## src/design/omw_cfg.svh

```systemverilog
`ifndef OMW_CFG_SVH
`define OMW_CFG_SVH
// register offsets on the plain port
`define OMW_ADDR_MODE 4'h0
`define OMW_ADDR_MODE2 4'h1
`define OMW_ADDR_STATUS 4'h2
`define OMW_ADDR_WAKE_EN 4'h3
`define OMW_ADDR_IRQ_EN 4'h4
`define OMW_ADDR_CMD 4'h5
`define OMW_ADDR_CLKSTAT 4'h6
// mode and mode2 register fields
`define OMW_BIT_HLSEL 0
`define OMW_BIT_IDLE 1
`define OMW_LSB_DIV 5
`define OMW_MSB_DIV 7
`define OMW_BIT_KEEP 7
// status register fields
`define OMW_BIT_PDF 0
`define OMW_BIT_TOF 1
`define OMW_BIT_LRDY 2
`define OMW_BIT_HRDY 3
// command register bits
`define OMW_CMD_HALT 0
`define OMW_CMD_CLRWDT 1
// reset values
`define OMW_MODE_RST 8'h03
`define OMW_MODE2_RST 8'h00
// divider codes at or below this select the sub clock while the low select is chosen
`define OMW_DIV_SUB_MAX 3'h1
`define OMW_DIV_H64 3'h2
`define OMW_DIV_H32 3'h3
`define OMW_DIV_H16 3'h4
`define OMW_DIV_H8 3'h5
`define OMW_DIV_H4 3'h6
`define OMW_DIV_H2 3'h7
// high-speed settle count after restart
`define OMW_HSETTLE_CYC 11'h400
`define OMW_HSETTLE_ZERO 11'h000
`define OMW_HSETTLE_ONE 11'h001
`define OMW_NPIN 8
`endif

```

## src/design/omw_pkg.sv

```systemverilog
`default_nettype none
package omw_pkg;
  // operating and low-power states
  typedef enum logic [2:0] {
    OMW_NORMAL = 3'b000,
    OMW_SLOW = 3'b001,
    OMW_DEEP_SLEEP_STATE = 3'b010,
    OMW_SLEEP_WITH_SUB_CLOCK = 3'b011,
    OMW_IDLE_SYSCLK_OFF = 3'b100,
    OMW_IDLE_SYSCLK_ON = 3'b101
  } omw_state_t;
  // register port request
  typedef struct packed {
    logic wr;
    logic rd;
    logic [3:0] addr;
    logic [7:0] wdata;
  } omw_bus_t;
  // clock enables towards the clock tree
  typedef struct packed {
    logic hosc_on;
    logic sub_on;
    logic sys_from_sub;
    logic sys_run;
    logic div16_on;
    logic div64_on;
    logic [2:0] div_sel;
  } omw_clk_t;
  // wake outcomes towards the core
  typedef struct packed {
    logic full_reset;
    logic wdt_reset;
    logic resume_next;
    logic irq_vector;
    logic irq_pend;
  } omw_wake_t;
endpackage
`default_nettype wire

```

## src/design/omw_edge_det.sv

```systemverilog
`include "omw_cfg.svh"
`default_nettype none
// per-pin falling edge detect, gated by each pin's own enable
module omw_edge_det
(
  input wire logic ref_clk,
  input wire logic rst_n,
  input wire logic [`OMW_NPIN-1:0] pins,
  input wire logic [`OMW_NPIN-1:0] en,
  output logic any_fall
);
  // previous pin levels; reset high so no false edge at start
  logic [`OMW_NPIN-1:0] prev_ff;
  logic [`OMW_NPIN-1:0] fall;
  always_ff @(posedge ref_clk)
  begin
    if (!rst_n)
      prev_ff <= {`OMW_NPIN{1'b1}};
    else
      prev_ff <= pins;
  end
  genvar g;
  generate
    for (g = 0; g < `OMW_NPIN; g = g + 1)
    begin : g_pin
      // negative transition on an enabled pin
      assign fall[g] = en[g] & prev_ff[g] & ~pins[g];
    end
  endgenerate
  assign any_fall = |fall;
endmodule
`default_nettype wire

```

## src/design/omw_ctrl.sv

```systemverilog
// Operation
// - sub clock when low select, divider 000/001
// - high clock when select set or divider 010+
// - sub clock use stops high source, /16, /64
// - slow entry waits for low-osc ready flag (a wake from sleep enters slow without waiting)
// - high-osc ready flag shown on return
// - halt, idle 0, watchdog/detector off: deep sleep
// - idle 1, keep 0: sysclk off, sub on
// - idle 1, keep 1: both clocks run
// - halt freezes execution, memory, ports
// - low-power entry sets pdf, clears timeout
// - wake on reset, port edge, irq, watchdog
// - reset wake full reset; watchdog wake reset
// - pdf cleared by power-up/clear, set by halt
// - watchdog wake sets timeout, pc/sp reset only
// - per-pin falling-edge wake enable, resume next
// - disabled irq or full stack: resume, pending
// - enabled irq, stack free: normal response
// - irq already pending before halt cannot wake
//
// Local design decisions: the placing of the registers and the strobed register port.
`include "omw_cfg.svh"
`default_nettype none
module omw_ctrl
  import omw_pkg::*;
(
  input wire logic ref_clk,
  input wire logic rst_n,
  input wire omw_pkg::omw_bus_t bus,
  output logic [7:0] rdata,
  input wire logic ext_reset_req,
  input wire logic [`OMW_NPIN-1:0] port_a,
  input wire logic [7:0] irq_req,
  input wire logic stack_full,
  input wire logic wdt_enabled,
  input wire logic lvd_enabled,
  input wire logic wdt_overflow,
  input wire logic low_osc_stable,
  output omw_pkg::omw_clk_t clk_ctl,
  output omw_pkg::omw_wake_t wake,
  output logic cpu_hold,
  output logic wdt_clear,
  output logic wdt_hold,
  output omw_pkg::omw_state_t state_out
);
  import omw_pkg::*;

  // software-visible control
  logic [7:0] mode_ff; // mode_control_register
  logic [7:0] mode2_ff; // mode_control_register_two
  logic [`OMW_NPIN-1:0] wake_en_ff; // port_a_wake_enable
  logic [7:0] irq_en_ff; // per-source interrupt enable
  logic power_down_flag_ff;
  logic watchdog_timeout_flag_ff;
  logic high_osc_ready_flag_ff;
  logic [10:0] hsettle_ff; // high-speed restart settle counter
  logic [7:0] irq_mask_ff; // requests pending at halt, barred from waking
  omw_state_t state_ff;
  omw_state_t nxt_state;
  logic [7:0] rdata_ff;
  omw_clk_t clk_ff;
  omw_clk_t nxt_clk;
  omw_wake_t wake_ff;
  omw_wake_t nxt_wake;
  logic cpu_hold_ff;
  logic wdt_clear_ff;
  logic wdt_hold_ff;

  // decoded controls
  logic hl_sel;
  logic idle_on_halt;
  logic keep_sysclk_in_idle;
  logic [2:0] clock_divider_select;
  logic want_sub;
  logic halt_cmd;
  logic clr_cmd;
  logic asleep;
  logic port_wake;
  logic [7:0] irq_wake;
  logic any_irq_wake;
  logic irq_serviceable;

  assign hl_sel = mode_ff[`OMW_BIT_HLSEL];
  assign idle_on_halt = mode_ff[`OMW_BIT_IDLE];
  assign clock_divider_select = mode_ff[`OMW_MSB_DIV:`OMW_LSB_DIV];
  assign keep_sysclk_in_idle = mode2_ff[`OMW_BIT_KEEP];
  // sub clock only for low select with divider 000 or 001
  assign want_sub = !hl_sel && (clock_divider_select <= `OMW_DIV_SUB_MAX);
  assign halt_cmd = bus.wr && (bus.addr == `OMW_ADDR_CMD) && bus.wdata[`OMW_CMD_HALT];
  assign clr_cmd = bus.wr && (bus.addr == `OMW_ADDR_CMD) && bus.wdata[`OMW_CMD_CLRWDT];
  assign asleep = (state_ff != OMW_NORMAL) && (state_ff != OMW_SLOW);
  // only requests that were not already raised at halt may wake
  assign irq_wake = irq_req & ~irq_mask_ff;
  assign any_irq_wake = |irq_wake;
  assign irq_serviceable = |(irq_wake & irq_en_ff) && !stack_full;

  // port a edge detection lives in its own leaf
  omw_edge_det u_edge
  (
    .ref_clk(ref_clk),
    .rst_n(rst_n),
    .pins(port_a),
    .en(wake_en_ff),
    .any_fall(port_wake)
  );

  // software registers; halt and clear are pulses, not stored
  always_ff @(posedge ref_clk)
  begin
    if (!rst_n)
    begin
      mode_ff <= `OMW_MODE_RST;
      mode2_ff <= `OMW_MODE2_RST;
      wake_en_ff <= '0;
      irq_en_ff <= '0;
    end
    else if (bus.wr)
    begin
      case (bus.addr)
        `OMW_ADDR_MODE: mode_ff <= bus.wdata;
        `OMW_ADDR_MODE2: mode2_ff <= bus.wdata;
        `OMW_ADDR_WAKE_EN: wake_en_ff <= bus.wdata;
        `OMW_ADDR_IRQ_EN: irq_en_ff <= bus.wdata;
        default: ;
      endcase
    end
  end

  // mode sequencer
  always_comb
  begin
    nxt_state = state_ff;
    case (state_ff)
      OMW_NORMAL, OMW_SLOW:
      begin
        if (halt_cmd)
        begin
          // low-power choice made at the halt itself
          if (idle_on_halt && keep_sysclk_in_idle)
            nxt_state = OMW_IDLE_SYSCLK_ON;
          else if (idle_on_halt)
            nxt_state = OMW_IDLE_SYSCLK_OFF;
          else if (wdt_enabled || lvd_enabled)
            nxt_state = OMW_SLEEP_WITH_SUB_CLOCK;
          else
            nxt_state = OMW_DEEP_SLEEP_STATE;
        end
        else if (want_sub && low_osc_stable)
          nxt_state = OMW_SLOW;
        else if (!want_sub)
          nxt_state = OMW_NORMAL;
      end
      OMW_DEEP_SLEEP_STATE, OMW_SLEEP_WITH_SUB_CLOCK,
      OMW_IDLE_SYSCLK_OFF, OMW_IDLE_SYSCLK_ON:
      begin
        // any wake source other than external reset returns to the selected run mode
        if (ext_reset_req || port_wake || any_irq_wake || wdt_overflow)
          nxt_state = want_sub ? OMW_SLOW : OMW_NORMAL;
      end
      default: nxt_state = OMW_NORMAL;
    endcase
    // external reset always wins and lands in the reset mode
    if (ext_reset_req)
      nxt_state = OMW_NORMAL;
  end

  always_ff @(posedge ref_clk)
  begin
    if (!rst_n)
      state_ff <= OMW_NORMAL;
    else
      state_ff <= nxt_state;
  end

  // requests already raised at halt are masked until they drop
  always_ff @(posedge ref_clk)
  begin
    if (!rst_n)
      irq_mask_ff <= '0;
    else if (halt_cmd && !asleep)
      irq_mask_ff <= irq_req;
    else
      irq_mask_ff <= irq_mask_ff & irq_req;
  end

  // power-down and timeout flags; external reset clear wins over any set, halt over clear and overflow
  always_ff @(posedge ref_clk)
  begin
    if (!rst_n)
    begin
      power_down_flag_ff <= 1'b0;
      watchdog_timeout_flag_ff <= 1'b0;
    end
    else if (ext_reset_req)
    begin
      // full reset brings flags back to power-up values
      power_down_flag_ff <= 1'b0;
      watchdog_timeout_flag_ff <= 1'b0;
    end
    else if (halt_cmd && !asleep)
    begin
      power_down_flag_ff <= 1'b1;
      watchdog_timeout_flag_ff <= 1'b0;
    end
    else
    begin
      if (clr_cmd)
        power_down_flag_ff <= 1'b0;
      if (wdt_overflow)
        watchdog_timeout_flag_ff <= 1'b1;
    end
  end

  // high-speed ready: drops while the source is off, rises after settling
  always_ff @(posedge ref_clk)
  begin
    if (!rst_n)
    begin
      hsettle_ff <= `OMW_HSETTLE_ZERO;
      high_osc_ready_flag_ff <= 1'b1;
    end
    else if (!nxt_clk.hosc_on)
    begin
      hsettle_ff <= `OMW_HSETTLE_CYC;
      high_osc_ready_flag_ff <= 1'b0;
    end
    else if (hsettle_ff > `OMW_HSETTLE_ONE)
      hsettle_ff <= hsettle_ff - `OMW_HSETTLE_ONE;
    else
    begin
      hsettle_ff <= `OMW_HSETTLE_ZERO;
      high_osc_ready_flag_ff <= 1'b1;
    end
  end

  // clock tree enables follow the state; div_sel follows the divider bits in every state except deep sleep, where it is zero
  always_comb
  begin
    nxt_clk = '0;
    nxt_clk.div_sel = clock_divider_select;
    case (nxt_state)
      OMW_NORMAL:
      begin
        nxt_clk.hosc_on = 1'b1;
        nxt_clk.sub_on = 1'b1;
        nxt_clk.sys_run = 1'b1;
      end
      OMW_SLOW:
      begin
        // high source and its /16, /64 taps stay off here
        nxt_clk.sub_on = 1'b1;
        nxt_clk.sys_from_sub = 1'b1;
        nxt_clk.sys_run = 1'b1;
      end
      OMW_IDLE_SYSCLK_ON:
      begin
        // keep the run clock that was live at the halt; re-deciding from the
        // select bits could leave the core on a sub clock not yet stable
        if (state_ff == OMW_IDLE_SYSCLK_ON)
          nxt_clk.sys_from_sub = clk_ff.sys_from_sub;
        else
          nxt_clk.sys_from_sub = (state_ff == OMW_SLOW);
        nxt_clk.hosc_on = !nxt_clk.sys_from_sub;
        nxt_clk.sub_on = 1'b1;
        nxt_clk.sys_run = 1'b1;
      end
      OMW_IDLE_SYSCLK_OFF, OMW_SLEEP_WITH_SUB_CLOCK:
        nxt_clk.sub_on = 1'b1;
      OMW_DEEP_SLEEP_STATE: nxt_clk = '0;
      default: nxt_clk = '0;
    endcase
    // derived taps only exist while the high source runs
    nxt_clk.div16_on = nxt_clk.hosc_on;
    nxt_clk.div64_on = nxt_clk.hosc_on;
  end

  // registered enables so the clock gates see clean, single-edge changes
  always_ff @(posedge ref_clk)
  begin
    if (!rst_n)
      clk_ff <= '0;
    else
      clk_ff <= nxt_clk;
  end

  // wake outcome pulses towards the core
  always_comb
  begin
    nxt_wake = '0;
    if (asleep && ext_reset_req)
      nxt_wake.full_reset = 1'b1;
    else if (asleep && wdt_overflow)
      nxt_wake.wdt_reset = 1'b1;
    else if (asleep && any_irq_wake && irq_serviceable)
      nxt_wake.irq_vector = 1'b1;
    else if (asleep && any_irq_wake)
    begin
      nxt_wake.resume_next = 1'b1;
      nxt_wake.irq_pend = 1'b1;
    end
    else if (asleep && port_wake)
      nxt_wake.resume_next = 1'b1;
  end

  always_ff @(posedge ref_clk)
  begin
    if (!rst_n)
      wake_ff <= '0;
    else
      wake_ff <= nxt_wake;
  end

  // core hold and watchdog handling
  always_ff @(posedge ref_clk)
  begin
    if (!rst_n)
    begin
      cpu_hold_ff <= 1'b0;
      wdt_clear_ff <= 1'b0;
      wdt_hold_ff <= 1'b0;
    end
    else
    begin
      cpu_hold_ff <= (nxt_state != OMW_NORMAL) && (nxt_state != OMW_SLOW);
      wdt_clear_ff <= (halt_cmd && !asleep) || clr_cmd;
      wdt_hold_ff <= (nxt_state == OMW_DEEP_SLEEP_STATE);
    end
  end

  // read port: data in the cycle after the strobe
  always_ff @(posedge ref_clk)
  begin
    if (!rst_n)
      rdata_ff <= '0;
    else if (bus.rd)
    begin
      case (bus.addr)
        `OMW_ADDR_MODE: rdata_ff <= mode_ff;
        `OMW_ADDR_MODE2: rdata_ff <= mode2_ff;
        `OMW_ADDR_WAKE_EN: rdata_ff <= wake_en_ff;
        `OMW_ADDR_IRQ_EN: rdata_ff <= irq_en_ff;
        `OMW_ADDR_STATUS:
        begin
          rdata_ff <= '0;
          rdata_ff[`OMW_BIT_PDF] <= power_down_flag_ff;
          rdata_ff[`OMW_BIT_TOF] <= watchdog_timeout_flag_ff;
          rdata_ff[`OMW_BIT_LRDY] <= low_osc_stable;
          rdata_ff[`OMW_BIT_HRDY] <= high_osc_ready_flag_ff;
        end
        `OMW_ADDR_CLKSTAT: rdata_ff <= {clk_ff[6:2], state_ff};
        default: rdata_ff <= '0; // unmapped reads zero
      endcase
    end
    else
      rdata_ff <= '0;
  end

  assign rdata = rdata_ff;
  assign clk_ctl = clk_ff;
  assign wake = wake_ff;
  assign cpu_hold = cpu_hold_ff;
  assign wdt_clear = wdt_clear_ff;
  assign wdt_hold = wdt_hold_ff;
  assign state_out = state_ff;
endmodule
`default_nettype wire

```

## config.mk

```make
export PLATFORM = sky130hd
export DESIGN_NAME = omw_ctrl
export DESIGN_NICKNAME = d
export VERILOG_FILES = /design/src/design/omw_pkg.sv /design/src/design/omw_edge_det.sv /design/src/design/omw_ctrl.sv
export VERILOG_INCLUDE_DIRS = /design/src /design/src/design
export SDC_FILE = /design/constraint.sdc
export NUM_CORES = 1
export LEC_CHECK = 0
export BUFFER_PORTS_ARGS = -buffer_cell sky130_fd_sc_hd__buf_2
export CAP_MARGIN = 20
export CORE_MARGIN = 4
export CORE_UTILIZATION = 30
export DETAILED_ROUTE_END_ITERATION = 16
export SYNTH_ARGS = -nofsm -noshare
export SYNTH_HDL_FRONTEND = slang
export SYNTH_SLANG_ARGS = --single-unit
```

## constraint.sdc

```tcl
create_clock -name ref_clk -period 3.5 [get_ports ref_clk]
set_input_delay 0.7 -clock ref_clk [delete_from_list [all_inputs] [get_ports ref_clk]]
set_output_delay 0.7 -clock ref_clk [all_outputs]
set_load 0.02 [all_outputs]
```

* Word level (Yosys, flattened, before mapping)
Cells that the tools add are included.
** Cells by class
- $add $sub $neg :: 1
- Order comparisons :: 2
- Equality and inequality tests :: 19
- Muxes and demuxes :: 30
- Bitwise gates (word level) :: 29
- Reductions and logical operators :: 49
** Operators with widths (count)
- one-hot mux 8 bit (6 select lines) :: 1
- bitwise AND 8 bit :: 3
- OR reduction 8 bit :: 3
- two-way mux 11 bit :: 2
- two-way mux 3 bit :: 7
- bitwise AND 1 bit :: 16
- two-way mux 1 bit :: 16
- logical AND 1 bit :: 15
- equality test 3 x 2 -> 1 bit (second input constant) :: 4
- equality test 3 bit (second input constant) :: 4
- equality test 4 x 3 -> 1 bit (second input constant) :: 3
- AND reduction 2 bit :: 6
- > comparator 11 x 1 -> 1 bit (second input constant) :: 1
- subtractor 11 x 1 -> 11 bit (second input constant) :: 1
- inverter 1 bit :: 9
- OR reduction 3 bit :: 3
- equality test 4 x 2 -> 1 bit (second input constant) :: 2
- two-way mux 8 bit :: 1
- inverter 8 bit :: 1
- OR reduction 4 bit :: 2
- equality test 3 x 1 -> 1 bit (second input constant) :: 2
- zero test 3 bit :: 2
- inequality test 3 x 1 -> 1 bit (second input constant) :: 2
- one-hot mux 3 bit (2 select lines) :: 1
- other kinds (12) :: 23
** Storage, ports and cells
- Register bits :: 88
- Output and inout bits :: 28

* Longest topological paths before layout
Gate-level depths: netlist of the first run.
- Depth in word-level cells :: 14
- Mapped depth :: 9
- Depth with buffers taken out :: 7

* By module
A second synthesis of the first run with hierarchy kept.
** Unflattened totals
- Cells, all modules :: 420
- Area, all modules :: 3917.5 um2
** By module, submodules not included
- omw_ctrl :: instances 1, cells an instance 389, area each 3641.0 um2
- omw_edge_det :: instances 1, cells an instance 31, area each 276.5 um2

* Least setup slack after synthesis of the first run
Ideal clock, no wire load.
- Kind :: input to register
- From :: input port bus[13] (netlist name)
- To :: register hsettle_ff[10]
- Library setup time :: 0.120 ns
- Arrival time :: 2.570 ns
- Required time :: 3.380 ns
- Slack :: 0.810 ns
- Cell stages on the path :: 8
- Path buffers :: 1
- Path through :: buf_2 nor3b_2 and3_4 mux2_4 a32o_1 a21oi_2 mux2_4 o31a_1
** On the way
- Longest elaborated chain between the ends :: 8
- Elaborated cells between the ends (all ways) :: 9
- Those cells by class :: eq/ne (1); mux (5); reduce/logical (3)
** RTL lines
- start: declaration :: line omw_ctrl.sv:29 : input wire omw_pkg::omw_bus_t bus,
- logical AND 1 bit (*) (2 in series) :: line omw_ctrl.sv:89 : assign halt_cmd = bus.wr && (bus.addr == `OMW_ADDR_CMD) && bus.wdata[`OMW_CMD_HALT];
- two-way mux 3 bit (*) :: line omw_ctrl.sv:136 : if (halt_cmd)
- one-hot mux 3 bit (2 select lines) (*) :: line omw_ctrl.sv:133 : case (state_ff)
- two-way mux 3 bit (*) :: line omw_ctrl.sv:163 : if (ext_reset_req)
- equality test 3 bit / zero test 3 bit (equally long branches) :: line omw_ctrl.sv:241 : case (nxt_state)
- one-hot mux 1 bit (2 select lines) (*) :: line omw_ctrl.sv:241
- two-way mux 11 bit (*) :: line omw_ctrl.sv:222 : else if (!nxt_clk.hosc_on)
- end signal: assignment :: line omw_ctrl.sv:219 : hsettle_ff <= `OMW_HSETTLE_ZERO;
- end signal: assignment :: line omw_ctrl.sv:224 : hsettle_ff <= `OMW_HSETTLE_CYC;
- end signal: assignment :: line omw_ctrl.sv:228 : hsettle_ff <= hsettle_ff - `OMW_HSETTLE_ONE;
- end: declaration :: line omw_ctrl.sv:56 : logic [10:0] hsettle_ff;
Every way passes the cells marked *; elsewhere a longest branch is shown, timed or not.
A chain may end at the register's enable or synchronous reset.

* Worst setup path after layout of the first run
- From :: input port bus[8] (netlist name)
- To :: register hsettle_ff[10]
** On the way
- Longest elaborated chain between the ends :: 9
- Elaborated cells between the ends (all ways) :: 10
- Those cells by class :: eq/ne (2); mux (5); reduce/logical (3)
** RTL lines (line)
- equality test 4 x 3 -> 1 bit (no line) (*)
- logical AND 1 bit (*) (2 in series) :: omw_ctrl.sv:89
- two-way mux 3 bit (*) :: omw_ctrl.sv:136
- one-hot mux 3 bit (2 select lines) (*) :: omw_ctrl.sv:133
- two-way mux 3 bit (*) :: omw_ctrl.sv:163
- equality test 3 bit / zero test 3 bit (equally long branches) :: omw_ctrl.sv:241
- one-hot mux 1 bit (2 select lines) (*) :: omw_ctrl.sv:241
- two-way mux 11 bit (*) :: omw_ctrl.sv:222
Marked as above.

==> results.json, run 1 <==
{
  "status": "complete, no violations",
  "synthesis.area_um2": 3930,
  "multi_input_area_um2": 2040,
  "gr-usage-all-layers": 0.152,
  "peakVddDrop_mv": 0.251,
  "diodes": 0,
  "reg2reg_depth": 7,
  "postCtsSetupBuffers": 0,
  "synth-warning-count": 0,
  "num_rows": 41,
  "fin_crit_sh": 0.778,
  "synth-seq-cells": 88,
  "maxSlewHeadroom": 0.602,
  "cts_root_buf": "clkbuf_16",
  "num_vias": 3242,
  "fp.dieH_um": 122,
  "synth_top_area_frac": 0.448,
  "die_w_um": 122,
  "cp_top_family": "multiplexers",
  "synth_cells": 423,
  "rsz0062_at_grt": "false",
  "area_growth_pct": 19.9,
  "start_util": 0.309,
  "drtAntennaViolNets": 0,
  "design_area_um2": 4710,
  "max_freq_ghz": 0.367,
  "period_needed_ns": 2.72,
  "hold_buffers": 0,
  "clock_latency_ns": 0.34,
  "final_nets": 520,
  "grt_pass1_vias": 3157,
  "switchingPower_w": 0.000714,
  "clock_skew_ns": 0.00801,
  "cts.repair.resized": 0,
  "gp_congestion": 0.865,
  "finalSetupViolCount": 0,
  "p_sw_frac": 0.273,
  "p_leak_nw": 1.95,
  "vias_per_cell": 4.93,
  "dpl.hpwl_mm": 8.37,
  "io_pins": 66,
  "grt_overflow_total": 0,
  "p_comb_frac": 0.183,
  "r2r_slack_ns": 1.12,
  "path_max_fanout": 16,
  "cpMostUsedCell": "mux2_4",
  "crit_cells": 8,
  "power.internal_w": 0.00190,
  "crit_arrival_ns": 2.96,
  "yosysTopAreaCell": "dfxtp_1",
  "final_cells": 657,
  "slew_violations": 0,
  "cts_tree": "done",
  "synth_fp_nets": 463,
  "worstPathCellList": "buf_2 > and2_1 > and3_4 > mux2_4 > a32o_1 > a21oi_2 > mux2_4 > o31a_1",
  "r2r-start": "irq_mask_ff[7]",
  "max-cap-violations": 0,
  "clkTransAtPathRegs_ns": 0.06,
  "grt_max_degree": 37,
  "power.density_nw_per_um2": 555,
  "cp-startpoint": "bus[8]",
  "worstMarginPinSlew_ns": 0.598,
  "antenna_found_initial": 0,
  "critPathMaxStageDelay_ns": 0.42,
  "synthDistinctLibCells": 60,
  "ys_seq_area_frac": 0.448,
  "hold_path_depth": 2,
  "drtPass1Iterations": 6,
  "seq_power_share": 0.431,
  "synth_edf_count": 0,
  "placed_area_um2": 4400,
  "hold_class": "flip-flop to flip-flop",
  "fin_setup_tns_ns": 0,
  "cts.sinks": 88,
  "core_area_um2": 12700,
  "cts-buffers-inserted": 9,
  "drt_iter0_drc": 224,
  "ys_async_sr_fraction": 0,
  "wire_per_inst_um": 16.8,
  "portBuffers": 65,
  "htree_num_levels": 3,
  "die_area_um2": 15000,
  "netlist_top_cells_area": "dfxtp_1 45%, a21boi_0 5.3%, nand2_1 4.9%, nand3_1 3.8%, mux2i_1 3.1%",
  "crit_buf_inv": 1,
  "avgSynthCellArea_um2": 9.29,
  "hold_viol_final": 0,
  "cp_slowest_cell": "mux2_4",
  "synth_ff_type": "dfxtp_1",
  "fillCellCount": 1363,
  "drc_errors": 0,
  "dp_cells": 641,
  "p_clk_frac": 0.386,
  "cts_max_path_buffers": 2,
  "hold_start": "mode2_ff[4]",
  "crit_path_end_kind": "flip-flop",
  "regArea_um2": 1760,
  "grt_pass1_wl_mm": 17.2,
  "path_class": "input port to flip-flop",
  "drive_above_1_share": 0.235,
  "critPathLaunchType": "input port",
  "critPathRequiredTime_ns": 3.73,
  "wirelength_mm": 11.0
}
[cell usage in the layout (no fill, tap or decap), types with 8 or more instances in the layout]
master     instances
nor3_2             9
nand2_1           51
nor3_1            12
a22oi_1           11
nor2b_1           16
nor2_1            24
mux2_2             8
dfxtp_1           88
nand2b_1          11
o211a_1            8
a21boi_0          28
buf_2             65
clkbuf_16          9
mux2i_1           12
nand3_1           30
[worst min-delay path, delay by kind of cell, from the launching register on]
family | cells | cell delay, ns
flops | 1 | 0.31
compound gates | 1 | 0.06
simple gates | 1 | 0.04
[cell usage after synthesis, types with 3 or more instances]
cell type / n
a21boi_0: 28
a21oi_1: 7
a22oi_1: 11
a32oi_1: 3
and2_1: 5
and3_1: 3
buf_1: 3
clkbuf_1: 15
dfxtp_1: 88
inv_1: 5
mux2_2: 8
mux2i_1: 12
nand2_1: 51
nand2b_1: 11
nand3_1: 30
nand4_1: 3
nor2_1: 24
nor2b_1: 16
nor2b_4: 3
nor3_1: 12
nor3_2: 9
nor4_1: 4
o211a_1: 8
o21ai_0: 6
o22ai_1: 5
or3_1: 3
xnor2_1: 6
[state kept, by name, summed over array words and instances (netlist names), 7 cells and up]
| signal | cells |
|---|---|
| rdata | 8 |
| wake_en_ff | 8 |
| irq_mask_ff | 8 |
| irq_en_ff | 8 |
| clk_ctl | 7 |
| u_edge.prev_ff | 8 |
| mode_ff | 8 |
| mode2_ff | 8 |
| hsettle_ff | 11 |
[power groups by stage]
stage                     combinational, W  clock, W  sequential, W
after floorplan                   0.000371         0        0.00114
after global placement            0.000463         0        0.00114
after detailed placement          0.000480         0        0.00115
after CTS                         0.000484   0.00104        0.00113
after global routing              0.000530   0.00108        0.00114
final                             0.000478   0.00101        0.00113
[path summary, 6_finish.rpt]
check                                 endpoint
worst max register to register  hsettle_ff[10]
worst max-delay path            hsettle_ff[10]
worst min register to register     mode2_ff[4]
worst min-delay path               mode2_ff[4]
[through the flow]
step                      power [W]  worst slack [ns]  hold slack [ns]  utilization
after floorplan             0.00151             0.810            0.440            -
after global placement      0.00161             0.486            0.451        0.346
after detailed placement    0.00163             0.443            0.457        0.346
after CTS                   0.00265             0.807            0.465        0.370
after global routing        0.00274             0.713            0.484        0.370
final                       0.00262             0.777            0.460        0.370
[layout make-up]
type | instances | area share
Clock buffer | 11 | 0.0494
Clock inverter | 5 | 0.0173
Inverter | 5 | 0.00398
Multi-Input combinational cell | 306 | 0.433
Sequential cell | 88 | 0.374
Tap cell | 172 | 0.0457
Timing Repair Buffer | 70 | 0.0770
[layer usage]
| metal | global-route usage | vias to the layer above | share of wire |
|---|---|---|---|
| met5 | 0 | - | 0 |
| met4 | 0.0609 | 0 | 0.015 |
| met3 | 0.0258 | 11 | 0.044 |
| met2 | 0.240 | 74 | 0.47 |
| met1 | 0.207 | 1536 | 0.47 |
| li1 | - | 1621 | - |
[cell families (layout without fill, tap and decap cells)]
kind of cell | count (synthesis) | count (layout) | synth area share
adders and majority gates | 2 | 2 | 0.00637
DFF | 88 | 88 | 0.448
muxes | 23 | 23 | 0.0669
xor gates and xnor gates | 8 | 8 | 0.0178
and+or+nand+nor | 187 | 187 | 0.264
AOI/OAI and AO/OA | 86 | 86 | 0.165
buffers and inverters | 29 | 91 | 0.0325
(Power assumes the default switching activity.)
==> run 2: changes to the inputs <==
--- a/config.mk
+++ b/config.mk
@@ -6,6 +6,7 @@
 export SDC_FILE = /design/constraint.sdc
 export NUM_CORES = 1
 export LEC_CHECK = 0
+export ABC_AREA = 1
 export BUFFER_PORTS_ARGS = -buffer_cell sky130_fd_sc_hd__buf_2
 export CAP_MARGIN = 20
 export CORE_MARGIN = 4
==> constraint.sdc (replaced) <==
create_clock -name ref_clk -period 2.3 [get_ports ref_clk]
set_input_delay 0.46 -clock ref_clk [delete_from_list [all_inputs] [get_ports ref_clk]]
set_output_delay 0.46 -clock ref_clk [all_outputs]
set_load 0.02 [all_outputs]
==> results.json, run 2 <==
{
  "status": "complete, no violations",
  "crit_path_end_kind": "flip-flop",
  "cts_tree": "done",
  "drtPass1Iterations": 5,
  "crit_cells": 13,
  "period_needed_ns": 2.01,
  "final_cells": 742,
  "start_util": 0.309,
  "post-synth-top-count-cell": "dfxtp_1",
  "max-cap-violations": 0,
  "ys_top_cells_by_count": "88 x dfxtp_1, 79 x inv_1, 76 x nand2_1, 64 x nor2_1, 49 x a21oi_1",
  "fp.dieH_um": 120,
  "seq_power_share": 0.443,
  "max_freq_ghz": 0.497,
  "fin_crit_sh": 0.874,
  "final_nets": 609,
  "critPathLaunchType": "flip-flop",
  "hold_path_depth": 3,
  "slew_violations": 0,
  "synth_compound_area_frac": 0.173,
  "power.density_nw_per_um2": 840,
  "grt_pass1_wl_mm": 16.3,
  "cts.repair.resized": 0,
  "fillCellCount": 1271,
  "portBuffers": 65,
  "hold_class": "input port to flip-flop",
  "synth_top_family_by_area": "simple AND/OR/NAND/NOR gates",
  "netlist_top_cells_area": "dfxtp_1 47%, inv_1 7.9%, nand2_1 7.6%, a21oi_1 6.6%, nor2_1 6.4%",
  "synth-seq-cells": 88,
  "clock_latency_ns": 0.34,
  "hold_ws_ns": 0.305,
  "synth-warning-count": 0,
  "die_area_um2": 14300,
  "path_class": "flip-flop to flip-flop",
  "p_leak_nw": 1.96,
  "utilization": 0.377,
  "num_rows": 40,
  "p_comb_frac": 0.181,
  "crit_arrival_ns": 2.22,
  "synth_fp_nets": 539,
  "drtAntennaViolNets": 0,
  "synth_xor_area_frac": 0.0187,
  "hold_viol_final": 0,
  "wirelength_mm": 10.0,
  "cts-buffers-inserted": 9,
  "avgSynthCellArea_um2": 7.49,
  "layout_common_cells": "88 x dfxtp_1, 79 x inv_1, 76 x nand2_1, 65 x buf_2, 64 x nor2_1",
  "cp_top_family": "simple AND/OR/NAND/NOR gates",
  "worstMarginPinSlew_ns": 0.589,
  "p_sw_frac": 0.289,
  "grt_overflow_total": 0,
  "synthesis.area_um2": 3740,
  "peakVddDrop_mv": 0.368,
  "cts_root_buf": "clkbuf_16",
  "grt_pass1_vias": 3280,
  "clkTransAtPathRegs_ns": 0.07,
  "drc_errors": 0,
  "multi_input_area_um2": 1600,
  "synth_top_area_frac": 0.471,
  "worstPathCellList": "inv_1 > nand2_1 > nand2_1 > nor2_1 > nand2_1 > nor2_1 > nand3_1 > nand3_1 > nand2_2 > nand2_4 > inv_1 > o21ai_1 > nor2_1",
  "final_common_cell": "dfxtp_1",
  "design_area_um2": 4570,
  "postCtsSetupBuffers": 0,
  "cts.sinks": 88,
  "htree_num_levels": 3,
  "placed_area_um2": 4270,
  "grt_max_degree": 42,
  "wire_per_inst_um": 13.5,
  "synthDistinctLibCells": 41,
  "cts_max_path_buffers": 2,
  "dp_cells": 726,
  "core_area_um2": 12100,
  "diodes": 0,
  "antenna_found_initial": 0,
  "num_vias": 3421,
  "crit_buf_inv": 2,
  "drive_above_1_share": 0.200,
  "dpl.hpwl_mm": 7.80,
  "synth-simple-area-share": 0.229,
  "rsz0062_at_grt": "false",
  "gp_congestion": 0.924,
  "synth_edf_count": 0,
  "path_max_fanout": 5,
  "p_clk_frac": 0.376,
  "switchingPower_w": 0.00111,
  "top_register": "hsettle_ff",
  "synth_cells": 499,
  "clock_skew_ns": 0.00744,
  "yosys.area_share.adder": 0.00670,
  "io_pins": 66,
  "area_growth_pct": 22.3,
  "cp_slowest_cell": "o21ai_1",
  "reg2reg_depth": 13,
  "largest_reg_flops": 11,
  "synth_ff_type": "dfxtp_1",
  "yosysTopAreaCell": "dfxtp_1",
  "power.internal_w": 0.00273,
  "critPathRequiredTime_ns": 2.51,
  "finalSetupViolCount": 0,
  "ys_seq_area_frac": 0.471,
  "drt_iter0_drc": 236,
  "synthMuxAreaShare": 0,
  "critPathMaxStageDelay_ns": 0.36,
  "regArea_um2": 1760,
  "ys_async_sr_fraction": 0,
  "maxSlewHeadroom": 0.607,
  "gr-usage-all-layers": 0.144,
  "fin_setup_tns_ns": 0,
  "vias_per_cell": 4.61,
  "hold_buffers": 0,
  "die_w_um": 120
}
## run 2: cell types whose count changed in the layout (fill, tap and decap cells not counted), moves of 9 or more
cell	before	now
a21oi_1	7	49
nand3_1	30	15
a21boi_0	28	0
o21ai_0	6	33
nand2_1	51	76
mux2i_1	12	0
nand2b_1	11	0
nor2b_1	16	0
nor2_1	24	64
inv_1	5	79
a22oi_1	11	0
o22ai_1	5	14
## run 2: final timing paths
kind / startpoint / to / slack [ns]
worst max-delay path: irq_mask_ff[6] / clk_ctl[2] / 0.29
worst min-delay path: port_a[2] / u_edge.prev_ff[2] / 0.31
worst max register to register: irq_mask_ff[6] / clk_ctl[2] / 0.29
worst min register to register: hsettle_ff[0] / hsettle_ff[0] / 0.45
## run 2: logic make-up after synthesis
logic type	after synthesis
adders and majority gates	2
xor gates and xnor gates	8
DFF	88
buffers and inverters	97
and+or+nand+nor	188
AOI/OAI and AO/OA	116
## run 2: power groups by stage
| stage | Combinational [W] | Clock [W] | Sequential [W] |
|---|---|---|---|
| after floorplan | 0.000525 | 0 | 0.00172 |
| after global placement | 0.000669 | 0 | 0.00173 |
| after detailed placement | 0.000700 | 0 | 0.00173 |
| after CTS | 0.000708 | 0.00148 | 0.00170 |
| after global routing | 0.000802 | 0.00155 | 0.00172 |
| final | 0.000696 | 0.00145 | 0.00170 |
## run 2: final cells by class
| cell class | instances | share of cell area |
|---|---|---|
| Sequential cell | 88 | 0.385 |
| Multi-Input combinational cell | 314 | 0.349 |
| Timing Repair Buffer | 74 | 0.0859 |
| Inverter | 82 | 0.0676 |
| Clock buffer | 12 | 0.0583 |
| Tap cell | 168 | 0.0460 |
| Clock inverter | 4 | 0.00766 |
## run 2: through the flow
stage / power, W / setup WS [ns]
after floorplan: 0.00225 / 0.577
after global placement: 0.00240 / 0.101
after detailed placement: 0.00243 / 0.0621
after CTS: 0.00389 / 0.291
after global routing: 0.00407 / 0.0588
final: 0.00384 / 0.289
## run 2: metal layers
layer,vias to the layer above,share of wire,GRT usage
li1,1747,-,-
met4,0,0.026,0.0594
met2,119,0.44,0.224
met5,-,0,0
met1,1538,0.44,0.181
met3,17,0.086,0.0528
## run 2: worst reg2reg max path, cell delays in order (launching register included)
cell and delay [ns]:
dfxtp_1 0.31, inv_1 0.04, nand2_1 0.07, nand2_1 0.05, nor2_1 0.21, nand2_1 0.15, nor2_1 0.16, nand3_1 0.10
nand3_1 0.12, nand2_2 0.09, nand2_4 0.09, inv_1 0.07, o21ai_1 0.36, nor2_1 0.08
